### src/common/ssr_defs.svh
// Register offsets, field positions, reset values and rates of the synchronous serial receiver.
`ifndef SSR_DEFS_SVH
`define SSR_DEFS_SVH

`define SSR_ADDR_W 16
`define SSR_OFF_CTRL 16'hFFA0
`define SSR_OFF_STAT 16'hFFA1
`define SSR_OFF_SERIAL_DATA_UPPER 16'hFFA2
`define SSR_OFF_SERIAL_DATA_LOW 16'hFFA3
`define SSR_OFF_IEN 16'hFFF5
`define SSR_OFF_IRR 16'hFFF8
`define SSR_OFF_PMR 16'hFFFD

`define SSR_RST_VAL 8'h00

`define SSR_CTRL_MODE_HI 7
`define SSR_CTRL_MODE_LO 6
`define SSR_CTRL_MARK 5
`define SSR_CTRL_LATCH 4
`define SSR_CTRL_EXT 3
`define SSR_CTRL_CKS_HI 2
`define SSR_CTRL_CKS_LO 0

`define SSR_STAT_OVR 5
`define SSR_STAT_MARKF 1
`define SSR_STAT_START 0

`define SSR_IRQ_BIT 4

`define SSR_PMR_SO 2
`define SSR_PMR_SI 1
`define SSR_PMR_SCK 0

`define SSR_MODE_8 2'h0
`define SSR_MODE_16 2'h1
`define SSR_MODE_CONT 2'h2
`define SSR_MODE_12 2'h3

`define SSR_LEN_8 5'h08
`define SSR_LEN_12 5'h0C
`define SSR_LEN_16 5'h10

`define SSR_PRE_BASE 2
`define SSR_PRE_CNT_W 12

`endif

### src/common/ssr_pkg.sv
// Types shared by the synchronous serial receiver modules.
`default_nettype none
`include "ssr_defs.svh"

package ssr_pkg;

    typedef enum logic {
        SSR_IDLE,
        SSR_SHIFT
    } ssr_state_t;

    typedef struct packed {
        logic [`SSR_ADDR_W-1:0] addr;
        logic [7:0] wdata;
        logic wr;
        logic rd;
    } ssr_bus_t;

endpackage : ssr_pkg

`default_nettype wire

### src/verilog/ssr_prescaler.sv
// Internal transfer clock divider giving one-cycle edge enables.
`timescale 1ns/1ps
`default_nettype none
`include "ssr_defs.svh"

module ssr_prescaler
#(
    parameter int PRE_BASE = `SSR_PRE_BASE,
    parameter int CNT_W = `SSR_PRE_CNT_W
)
(
    input wire logic clk,
    input wire logic rstn,
    input wire logic run,
    input wire logic [2:0] sel,
    output logic rise_en,
    output logic fall_en
);

    logic [CNT_W-1:0] cnt_r;
    logic [CNT_W-1:0] half;
    logic phase_r;

    // Half period doubles with each of the eight rate selections.
    assign half = CNT_W'(PRE_BASE) << sel;

    // Stopping restarts the phase high, so every run opens with a falling edge.
    always_ff @(posedge clk or negedge rstn) begin
        if (!rstn) begin
            cnt_r <= '0;
            phase_r <= 1'b1;
            rise_en <= 1'b0;
            fall_en <= 1'b0;
        end else if (!run) begin
            cnt_r <= '0;
            phase_r <= 1'b1;
            rise_en <= 1'b0;
            fall_en <= 1'b0;
        end else if (cnt_r == CNT_W'(half - 1'b1)) begin
            cnt_r <= '0;
            phase_r <= !phase_r;
            fall_en <= phase_r;
            rise_en <= !phase_r;
        end else begin
            cnt_r <= CNT_W'(cnt_r + 1'b1);
            rise_en <= 1'b0;
            fall_en <= 1'b0;
        end
    end

endmodule : ssr_prescaler

`default_nettype wire

### src/verilog/ssr_top.sv
// Synchronous serial receive and transmit unit with its registers and pin switches.
//
// Design decision made here: the address-and-strobe port.
`timescale 1ns/1ps
`default_nettype none
`include "ssr_defs.svh"

module ssr_top
    import ssr_pkg::*;
#(
    parameter int PRE_BASE = `SSR_PRE_BASE,
    parameter int PRE_CNT_W = `SSR_PRE_CNT_W
)
(
    input wire logic clk,
    input wire logic rstn,
    input wire ssr_bus_t bus,
    output logic [7:0] rdata,
    input wire logic sck_in,
    output logic sck_out,
    output logic sck_oe,
    input wire logic si_in,
    output logic so_out,
    output logic so_oe,
    output logic irq
);

    function automatic logic wr_hit(input ssr_bus_t b, input logic [`SSR_ADDR_W-1:0] off);
        wr_hit = b.wr && (b.addr == off);
    endfunction : wr_hit

    function automatic logic [4:0] word_len(input logic [1:0] mode);
        if (mode == `SSR_MODE_16) begin
            word_len = `SSR_LEN_16;
        end else if (mode == `SSR_MODE_12) begin
            word_len = `SSR_LEN_12;
        end else begin
            word_len = `SSR_LEN_8;
        end
    endfunction : word_len

    ssr_state_t state_r;
    logic [7:0] ctrl_r;
    logic [7:0] ien_r;
    logic [7:0] pmr_r;
    logic [7:0] serial_data_upper_r;
    logic [7:0] serial_data_low_r;
    logic [4:0] cnt_r;
    logic start_r;
    logic ovr_r;
    logic irq_flag_r;
    logic done_r;
    logic sck_prev_r;
    logic sck_out_r;
    logic sck_oe_r;
    logic so_r;
    logic so_oe_r;
    logic irq_r;
    logic [7:0] rdata_r;

    logic [1:0] mode;
    logic ext_clk;
    logic cont_mode;
    logic int_run;
    logic int_rise;
    logic int_fall;
    logic ext_rise;
    logic ext_fall;
    logic rise;
    logic fall;
    logic si_bit;
    logic start_req;
    logic done_evt;
    logic ovr_evt;
    logic ctrl_wr;
    logic stat_wr;
    logic serial_data_upper_wr;
    logic serial_data_low_wr;
    logic ien_wr;
    logic irr_wr;
    logic pmr_wr;
    logic ovr_clr;
    logic irq_clr;
    logic [7:0] stat_word;

    assign mode = {ctrl_r[`SSR_CTRL_MODE_HI], ctrl_r[`SSR_CTRL_MODE_LO]};
    assign ext_clk = ctrl_r[`SSR_CTRL_EXT];
    assign cont_mode = (mode == `SSR_MODE_CONT) && !ext_clk;

    // Each register is decoded once, so the write and clear paths cannot disagree.
    assign ctrl_wr = wr_hit(bus, `SSR_OFF_CTRL);
    assign stat_wr = wr_hit(bus, `SSR_OFF_STAT);
    assign serial_data_upper_wr = wr_hit(bus, `SSR_OFF_SERIAL_DATA_UPPER);
    assign serial_data_low_wr = wr_hit(bus, `SSR_OFF_SERIAL_DATA_LOW);
    assign ien_wr = wr_hit(bus, `SSR_OFF_IEN);
    assign irr_wr = wr_hit(bus, `SSR_OFF_IRR);
    assign pmr_wr = wr_hit(bus, `SSR_OFF_PMR);
    assign ovr_clr = stat_wr && bus.wdata[`SSR_STAT_OVR];
    assign irq_clr = irr_wr && bus.wdata[`SSR_IRQ_BIT];
    // Tail mark and unused status bits read zero; no tail mark is ever sent.
    assign stat_word = 8'(({7'h00, ovr_r} << `SSR_STAT_OVR)
        | ({7'h00, start_r} << `SSR_STAT_START));

    // The divider runs for an internally clocked transfer, or all the time in continuous mode.
    assign int_run = !ext_clk && ((state_r == SSR_SHIFT) || cont_mode);

    ssr_prescaler #(
        .PRE_BASE(PRE_BASE),
        .CNT_W(PRE_CNT_W)
    ) u_prescaler (
        .clk(clk),
        .rstn(rstn),
        .run(int_run),
        .sel(ctrl_r[`SSR_CTRL_CKS_HI:`SSR_CTRL_CKS_LO]),
        .rise_en(int_rise),
        .fall_en(int_fall)
    );

    // The pin is taken as synchronous, so one register suffices for edge detection.
    always_ff @(posedge clk or negedge rstn) begin
        if (!rstn) begin
            sck_prev_r <= 1'b1;
        end else begin
            sck_prev_r <= sck_in;
        end
    end

    assign ext_rise = ext_clk && pmr_r[`SSR_PMR_SCK] && sck_in && !sck_prev_r;
    assign ext_fall = ext_clk && pmr_r[`SSR_PMR_SCK] && !sck_in && sck_prev_r;
    assign rise = ext_clk ? ext_rise : int_rise;
    assign fall = ext_clk ? ext_fall : int_fall;

    // Without the pin function the input reads as an idle high line.
    assign si_bit = pmr_r[`SSR_PMR_SI] ? si_in : 1'b1;

    assign start_req = stat_wr && bus.wdata[`SSR_STAT_START]
        && (state_r == SSR_IDLE) && !cont_mode;
    assign done_evt = (state_r == SSR_SHIFT) && rise
        && (cnt_r == 5'(word_len(mode) - 1'b1));
    assign ovr_evt = (state_r == SSR_IDLE) && done_r && rise && !cont_mode;

    // Transfer sequencing: start, edge count and completion.
    always_ff @(posedge clk or negedge rstn) begin
        if (!rstn) begin
            state_r <= SSR_IDLE;
            cnt_r <= '0;
        end else if (start_req) begin
            state_r <= SSR_SHIFT;
            cnt_r <= '0;
        end else begin
            case (state_r)
                SSR_IDLE: begin
                    cnt_r <= '0;
                end
                SSR_SHIFT: begin
                    if (done_evt) begin
                        state_r <= SSR_IDLE;
                    end else if (rise) begin
                        cnt_r <= 5'(cnt_r + 1'b1);
                    end
                end
                default: begin
                    state_r <= SSR_IDLE;
                end
            endcase
        end
    end

    // Start flag doubles as busy status: set by the start write, dropped at completion.
    always_ff @(posedge clk or negedge rstn) begin
        if (!rstn) begin
            start_r <= 1'b0;
        end else if (start_req) begin
            start_r <= 1'b1;
        end else if (done_evt) begin
            start_r <= 1'b0;
        end
    end

    // Remembers a finished word; only then do stray edges count as overrun.
    always_ff @(posedge clk or negedge rstn) begin
        if (!rstn) begin
            done_r <= 1'b0;
        end else if (start_req) begin
            done_r <= 1'b0;
        end else if (done_evt) begin
            done_r <= 1'b1;
        end
    end

    // Control, enable and port mode registers.
    always_ff @(posedge clk or negedge rstn) begin
        if (!rstn) begin
            ctrl_r <= `SSR_RST_VAL;
            ien_r <= `SSR_RST_VAL;
            pmr_r <= `SSR_RST_VAL;
        end else begin
            if (ctrl_wr) begin
                ctrl_r <= bus.wdata;
            end
            if (ien_wr) begin
                ien_r <= bus.wdata;
            end
            if (pmr_wr) begin
                pmr_r <= bus.wdata;
            end
        end
    end

    // Shift register; contents read mid-transfer are not stable.
    always_ff @(posedge clk or negedge rstn) begin
        if (!rstn) begin
            serial_data_upper_r <= `SSR_RST_VAL;
            serial_data_low_r <= `SSR_RST_VAL;
        end else if ((state_r == SSR_SHIFT) && rise) begin
            serial_data_low_r <= {(mode == `SSR_MODE_8) ? si_bit : serial_data_upper_r[0], serial_data_low_r[7:1]};
            if (mode == `SSR_MODE_12) begin
                serial_data_upper_r <= {serial_data_upper_r[7:4], si_bit, serial_data_upper_r[3:1]};
            end else if (mode == `SSR_MODE_16) begin
                serial_data_upper_r <= {si_bit, serial_data_upper_r[7:1]};
            end
        end else begin
            if (serial_data_upper_wr) begin
                serial_data_upper_r <= bus.wdata;
            end
            if (serial_data_low_wr) begin
                serial_data_low_r <= bus.wdata;
            end
        end
    end

    // Overrun: a new edge wins over a clear in the same cycle.
    always_ff @(posedge clk or negedge rstn) begin
        if (!rstn) begin
            ovr_r <= 1'b0;
        end else if (ovr_evt) begin
            ovr_r <= 1'b1;
        end else if (ovr_clr) begin
            ovr_r <= 1'b0;
        end
    end

    // Completion request flag, sticky until software writes a one to it.
    always_ff @(posedge clk or negedge rstn) begin
        if (!rstn) begin
            irq_flag_r <= 1'b0;
        end else if (done_evt) begin
            irq_flag_r <= 1'b1;
        end else if (irq_clr) begin
            irq_flag_r <= 1'b0;
        end
    end

    always_ff @(posedge clk or negedge rstn) begin
        if (!rstn) begin
            irq_r <= 1'b0;
        end else begin
            irq_r <= irq_flag_r && ien_r[`SSR_IRQ_BIT];
        end
    end

    // Clock pin: the line idles high so each word opens on a falling edge.
    always_ff @(posedge clk or negedge rstn) begin
        if (!rstn) begin
            sck_out_r <= 1'b1;
            sck_oe_r <= 1'b0;
        end else begin
            sck_oe_r <= !ext_clk && pmr_r[`SSR_PMR_SCK];
            if (!int_run) begin
                sck_out_r <= 1'b1;
            end else if (int_fall) begin
                sck_out_r <= 1'b0;
            end else if (int_rise) begin
                sck_out_r <= 1'b1;
            end
        end
    end

    // Transmit bit moves on the falling edge and holds through the rising one.
    always_ff @(posedge clk or negedge rstn) begin
        if (!rstn) begin
            so_r <= 1'b1;
            so_oe_r <= 1'b0;
        end else begin
            so_oe_r <= pmr_r[`SSR_PMR_SO];
            if ((state_r == SSR_SHIFT) && fall) begin
                so_r <= serial_data_low_r[0];
            end
        end
    end

    // Register read port; data appear one cycle after the strobe, unmapped reads zero.
    always_ff @(posedge clk or negedge rstn) begin
        if (!rstn) begin
            rdata_r <= `SSR_RST_VAL;
        end else if (!bus.rd) begin
            rdata_r <= `SSR_RST_VAL;
        end else if (bus.addr == `SSR_OFF_CTRL) begin
            rdata_r <= ctrl_r;
        end else if (bus.addr == `SSR_OFF_STAT) begin
            rdata_r <= stat_word;
        end else if (bus.addr == `SSR_OFF_SERIAL_DATA_UPPER) begin
            rdata_r <= serial_data_upper_r;
        end else if (bus.addr == `SSR_OFF_SERIAL_DATA_LOW) begin
            rdata_r <= serial_data_low_r;
        end else if (bus.addr == `SSR_OFF_IEN) begin
            rdata_r <= ien_r;
        end else if (bus.addr == `SSR_OFF_IRR) begin
            rdata_r <= 8'({7'h00, irq_flag_r} << `SSR_IRQ_BIT);
        end else if (bus.addr == `SSR_OFF_PMR) begin
            rdata_r <= pmr_r;
        end else begin
            rdata_r <= `SSR_RST_VAL;
        end
    end

    assign rdata = rdata_r;
    assign sck_out = sck_out_r;
    assign sck_oe = sck_oe_r;
    assign so_out = so_r;
    assign so_oe = so_oe_r;
    assign irq = irq_r;

endmodule : ssr_top

`default_nettype wire

### config.mk
export PLATFORM = sky130hd
export DESIGN_NAME = ssr_top
export DESIGN_NICKNAME = d
export VERILOG_FILES = /design/src/common/ssr_pkg.sv /design/src/verilog/ssr_prescaler.sv /design/src/verilog/ssr_top.sv
export VERILOG_INCLUDE_DIRS = /design/src /design/src/common
export SDC_FILE = /design/constraint.sdc
export NUM_CORES = 1
export LEC_CHECK = 0
export ABC_AREA = 1
export BUFFER_PORTS_ARGS = -buffer_cell sky130_fd_sc_hd__buf_2
export CAP_MARGIN = 25
export CORE_AREA = 2 2 103 105
export CTS_BUF_LIST = sky130_fd_sc_hd__clkbuf_8
export CTS_CLUSTER_DIAMETER = 80
export CTS_CLUSTER_SIZE = 40
export DETAILED_ROUTE_END_ITERATION = 12
export DIE_AREA = 0 0 105 107
export SYNTH_ARGS = -nofsm -noshare
export SYNTH_HDL_FRONTEND = slang
export SYNTH_SLANG_ARGS = --single-unit
### constraint.sdc
create_clock -name clk -period 1.64 [get_ports clk]
set_input_delay 0.164 -clock clk [delete_from_list [all_inputs] [get_ports clk]]
set_output_delay 0.164 -clock clk [all_outputs]
set_load 0.01 [all_outputs]
==> After elaboration in Yosys (flattened, before gate mapping) <==
Cells that the tools add are included.
{ "op_classes": {"n_addsub": 4, "eq_ne": 19, "shift": 1, "mux": 46, "bitwise_logic": 2, "reduce_logical": 42} }
{ "op_table": {"columns": ["op", "count"], "rows": [
  ["== test 16 bit (second input constant)", 7],
  ["two-way mux 8 bit", 14],
  ["logical AND 1 bit", 27],
  ["two-way mux 1 bit", 24],
  ["two-way mux 12 bit", 2],
  ["two-way mux 5 bit", 4],
  ["adder 12 x 1 -> 12 bit (second input constant)", 1],
  ["== test 12 bit", 1],
  ["<< shifter 2 x 3 -> 12 bit (first input constant)", 1],
  ["subtractor 12 x 1 -> 12 bit (second input constant)", 1],
  ["one-hot mux 5 bit (2 select lines)", 1],
  ["nonzero test 2 bit", 5],
  ["inequality test 3 x 1 -> 1 bit (second input constant)", 2],
  ["inequality test 3 bit (second input constant)", 2],
  ["OR 6 x 1 -> 6 bit", 1],
  ["adder 5 x 1 -> 5 bit (second input constant)", 1],
  ["== test 5 bit", 1],
  ["logical NOT 1 bit", 5],
  ["subtractor 5 x 1 -> 5 bit (second input constant)", 1],
  ["== test 2 bit (second input constant)", 2],
  ["inequality test 2 bit (second input constant)", 2],
  ["AND reduction 2 bit", 2],
  ["two-way mux 3 bit", 1],
  ["AND reduction 3 bit", 1],
  ["5 further kinds", 5]
]} }
{ "word_totals": {"regBits": 79, "in_bits": 30, "out_inout_bits": 13, "elab_cells": 137} }

==> Logic depth before layout (Yosys ltp) <==
{ "logic_depth": {"depth_word": 9, "mapped_depth": 11, "ltp_nobuf": 11} }

==> Hierarchy <==
A second synthesis with hierarchy kept.
{ "hier_totals": {"cells_unflattened": 519, "hier_area_um2": 4217.8} }
{ "by_module_without_submodules": {"columns": ["mod", "instances", "cells_per_inst", "area_each_um2", "seq_area_each_um2"], "rows": [
  ["ssr_top", 1, 403, 3362.0, 1605.3],
  ["ssr_prescaler", 1, 116, 855.8, 376.6]
]} }

==> Worst setup path before layout <==
OpenSTA, ideal clock, no wires.
{ "synth_path": {"path_type": "register to register", "startpoint": "register ctrl_r[7]", "endpoint": "register cnt_r[4]", "setup_time_ps": 123, "t_arrival_ps": 1437, "required_ps": 1517, "setup_slack_ps": 81, "stages_incl_launch_ff": 9, "n_path_buf": 1, "period_less_slack_ps": 1559, "cell_sequence": "dfrtp_1 -> buf_2 -> nand2_1 -> xor2_1 -> nand4_1 -> a21oi_2 -> nor2_1 -> o21ai_0 -> nor2_1"} }
{ "synth_via": {"elab_chain_cells": 8, "elab_cells_between_ends": 15, "classes_between": "1 x add/sub; 6 x eq/ne; 3 x mux; 5 x reduce/logical"} }
{ "synth_rtl": {"columns": ["element", "line_no", "rtl"], "rows": [
  ["from (decl)", "ssr_top.sv:43", "logic [7:0] ctrl_r;"],
  ["from (signal assigned)", "ssr_top.sv:194", "ctrl_r <= `SSR_RST_VAL;"],
  ["from (signal assigned)", "ssr_top.sv:199", "ctrl_r <= bus.wdata;"],
  ["== test 2 bit (no line)", null, null],
  ["two-way mux 3 bit", "ssr_top.sv:35", "end else if (mode == `SSR_MODE_12) begin"],
  ["two-way mux 5 bit", "ssr_top.sv:33", "if (mode == `SSR_MODE_16) begin"],
  ["subtractor 5 x 1 -> 5 bit", "ssr_top.sv:139", "&& (cnt_r == 5'(word_len(mode) - 1'b1));"],
  ["== test 5 bit", "ssr_top.sv:139", null],
  ["logical AND 1 bit", "ssr_top.sv:139", null],
  ["inequality test 3 bit (no line)", null, null],
  ["AND reduction 2 bit (no line)", null, null],
  ["to (signal assigned)", "ssr_top.sv:159", "cnt_r <= 5'(cnt_r + 1'b1);"],
  ["to (decl)", "ssr_top.sv:48", "logic [4:0] cnt_r;"]
]} }
Parallel ways exist; a longest one is shown, timed or not.
A chain may end at the register's enable or synchronous reset.

==> Worst setup path in the final report <==
{ "layout_path": {"startpoint": "register ctrl_r[3]", "endpoint": "register serial_data_low_r[5]"} }
{ "layout_via": {"elab_chain_cells": 6, "elab_cells_between_ends": 7, "classes_between": "2 x mux; 5 x reduce/logical"} }
{ "layout_rtl": {"columns": ["element", "line_no", "rtl"], "rows": [
  ["logical AND 1 bit (3 in a row)", "ssr_top.sv:128", "assign ext_rise = ext_clk && pmr_r[`SSR_PMR_SCK] && sck_in && !sck_prev_r;"],
  ["two-way mux 1 bit (*)", "ssr_top.sv:130", "assign rise = ext_clk ? ext_rise : int_rise;"],
  ["logical AND 1 bit (*)", "ssr_top.sv:215", "end else if ((state_r == SSR_SHIFT) && rise) begin"],
  ["two-way mux 8 bit / nonzero test 2 bit (equally long branches)", null, null],
  ["to (signal assigned)", "ssr_top.sv:214", "serial_data_low_r <= `SSR_RST_VAL;"],
  ["to (signal assigned)", "ssr_top.sv:216", "serial_data_low_r <= {(mode == `SSR_MODE_8) ? si_bit : serial_data_upper_r[0], serial_data_low_r[7:1]};"],
  ["to (signal assigned)", "ssr_top.sv:227", "serial_data_low_r <= bus.wdata;"],
  ["to (decl)", "ssr_top.sv:47", "logic [7:0] serial_data_low_r;"]
]} }
Every way passes the cells marked *; elsewhere a longest branch is shown, timed or not.

==> out/qor.yml <==
io_pins: 43
synth_area_per_cell_sq_um: 7.80
cts_tree: "done"
vias: 3712
mostFrequentLayoutCells: "120 x nand2_1, 75 x dfrtp_1, 60 x inv_1, 60 x o21ai_0, 44 x nor2_1"
period_minus_slack_ns: 1.61
clock_sinks: 79
drive_gt1_frac: 0.215
dp.cells: 704
worst_setup_path_end_kind: "register"
cts_buffers: 9
vias_per_cell: 5.08
area_growth_pct: 24.5
dp_hpwl_microns: 7860
r2r_setup_slack_ns: 0.03
slew_viol_final: 0
ctsRootBufferMaster: "clkbuf_8"
port_buffers: 42
cts_buffer_depth: 2
path_cells: "nand2_2 > o31ai_4 > nand2_4 > inv_4 > clkbuf_16 > nor3_1 > a21oi_1 > nand2_1"
grt_overflow: 0
syn_inst: 510
drt_iter0_drc: 217
r2r.worst_path.cells: 8
setup_viol: 0
antenna_found_initial: 0
hold_start: "bus[0]"
drc_errors: 0
drt_first_pass_iters: 5
required_ns: 1.88
ys_seq_elements: 79
rows: 37
grt_pass1_vias: 3517
whs_path_depth: 3
gp_congestion: 0.986
synth_area_sq_um: 3980
period_share: 0.981
die_w_microns: 105
die_height_microns: 107
ant_nets: 0
num_antenna_cells: 0
cap_violations: 0
die_area_sq_um: 11200
r2r-start: "ctrl_r[3]$_DFFE_PN0P_"
rr_endpoint: "serial_data_low_r[5]$_DFFE_PN0P_"
p_leak_nw: 2.34
hold_violations: 0
fillers: 991
cts_max_level: 3
track_usage: 0.196
hold_end: "rdata[5]$_DFF_PN0_"
synth_warnings: 0
routed_wl_microns: 10500
critical_path_class: "register to register"
path_max_fanout: 8
instances_no_fill: 731
total_power_mw: 3.69
relSlewSlack: 0.631
start_util: 0.394
routedWlPerCell_microns: 14.4
ir_drop_mv: 0.350
yosysSeqAreaShare: 0.498
tightestPinTransition_ns: 0.554
synth_cell_types: 35
syn_nets: 542
nNetsFinal: 622
clk_latency_ns: 0.36
grt_pass1_wl_microns: 17300
min_path_type: "input pin to register"
cp_slowest_cell: "dfrtp_1"
p_per_area_nw_per_um2: 746
crit_path_start_kind: "register"
arrival_ns: 1.85
rsz0062_at_grt: "yes"
cpPeakStageDelay_ns: 0.41
clk_pin_slew_worst_paths_ns: 0.09
status: "completed"
grt_max_degree: 40
final.setup_skew_ns: 0.0125
layout_commonest_cell: "nand2_1"
core_area_sq_um: 10100
fmax_mhz: 621
## worst max-delay path by stage
| stage | from | to | slack, ns | cells past startpoint |
|---|---|---|---|---|
| 6_report | ctrl_r[3]$_DFFE_PN0P_ | serial_data_low_r[5]$_DFFE_PN0P_ | 0.03 | 8 |
| 5_1_grt | ctrl_r[3]$_DFFE_PN0P_ | serial_data_low_r[5]$_DFFE_PN0P_ | -0.06 | 8 |
| 4_1_cts | sck_in | serial_data_upper_r[5]$_DFFE_PN0P_ | 0.02 | 11 |
| 3_5_place_dp | bus[21] | pmr_r[0]$_DFFE_PN0P_ | -0.02 | 8 |
| 3_3_place_gp | bus[19] | pmr_r[0]$_DFFE_PN0P_ | 0.01 | 9 |
| 2_1_floorplan | ctrl_r[7]$_DFFE_PN0P_ | cnt_r[4]$_DFFE_PN0P_ | 0.08 | 8 |
## metrics by stage
step	hold WS [ns]	util	setup TNS (ns)	instance area, sq um	setup slack, ns
3_3_place_gp	0.193	0.452	0	4560	0.0116
3_5_place_dp	0.200	0.452	-0.0652	4560	-0.0205
6_report	0.0787	0.491	0	4950	0.0309
4_1_cts	0.0732	0.473	0	4770	0.0216
2_1_floorplan	-0.132	-	0	3980	0.0806
5_1_grt	0.118	0.491	-0.273	4950	-0.0629
## where the power goes
group          leakage [nW]  switching, mW  internal [mW]  total, mW
logic                  1.20          0.179         0.0990      0.278
registers              1.04         0.0306           1.98       2.01
clock network        0.0914          0.790          0.614       1.40
## cells in the mapped netlist (all sizes together)
cell type	n	share of area
a211oi	1	0.0019
nor2	49	0.047
nand4	9	0.014
o21ai	69	0.088
clkbuf	4	0.0038
o221ai	1	0.0022
ha	2	0.0063
o21a	1	0.0019
inv	64	0.060
a21boi	1	0.0019
a32o	1	0.0025
dfrtp	75	0.47
o22ai	3	0.0047
nand2	131	0.13
a31oi	4	0.0063
nor3b	1	0.0019
o31ai	3	0.0091
a21oi	23	0.031
xor2	6	0.013
a21o	1	0.0019
and2	2	0.0031
nor3	13	0.016
xnor2	3	0.0066
dfstp	4	0.026
buf	7	0.011
nand3	32	0.040
## cell families (layout without fill, tap and decap cells)
group	count (synthesis)	in the layout	synth area share
fa+ha+maj	2	2	0.00629
simple gates	237	237	0.250
xor+xnor	9	9	0.0198
compound gates	108	108	0.151
flops	79	79	0.498
buf+inv	75	160	0.0751
## registers in the layout, indices dropped and copies added (netlist names), 5 cells and up
| name | count |
|---|---|
| cnt_r | 5 |
| ctrl_r | 8 |
| ien_r | 8 |
| pmr_r | 8 |
| rdata | 8 |
| serial_data_low_r | 8 |
| serial_data_upper_r | 8 |
| u_prescaler.cnt_r | 12 |
## critical path: cells and delay by family, from the launching register on
kind                   cells  cell delay [ns]
DFF                        1             0.41
and+or+nand+nor            4             0.38
AOI/OAI and AO/OA          2             0.42
buffers and inverters      2             0.28
## layer usage
metal,share of wire,up-vias,track usage
met4,0.038,0,0.106
met5,0,-,0
met1,0.45,1725,0.262
li1,-,1825,-
met2,0.46,127,0.306
met3,0.053,35,0.0322
## layout make-up
| type | count | area [sq um] | area share |
|---|---|---|---|
| Sequential cell | 79 | 1980 | 0.400 |
| Multi-Input combinational cell | 356 | 1780 | 0.358 |
| Timing Repair Buffer | 80 | 592 | 0.119 |
| Inverter | 64 | 245 | 0.0495 |
| Tap cell | 136 | 170 | 0.0343 |
| Clock buffer | 10 | 138 | 0.0278 |
| Clock inverter | 6 | 52.6 | 0.0106 |
## repair_timing
action / 4_1_cts / 5_1_grt
setup buffers: 0 / 7
hold buffers: 2 / 0
pin swaps: 0 / 4
endpoints found under the hold margin: 33 / 0
setup endpoints to repair: 1 / 27
gates cloned: 0 / 2
resized for setup: 1 / 28
No activity file was read; power rests on OpenSTA's default activity.
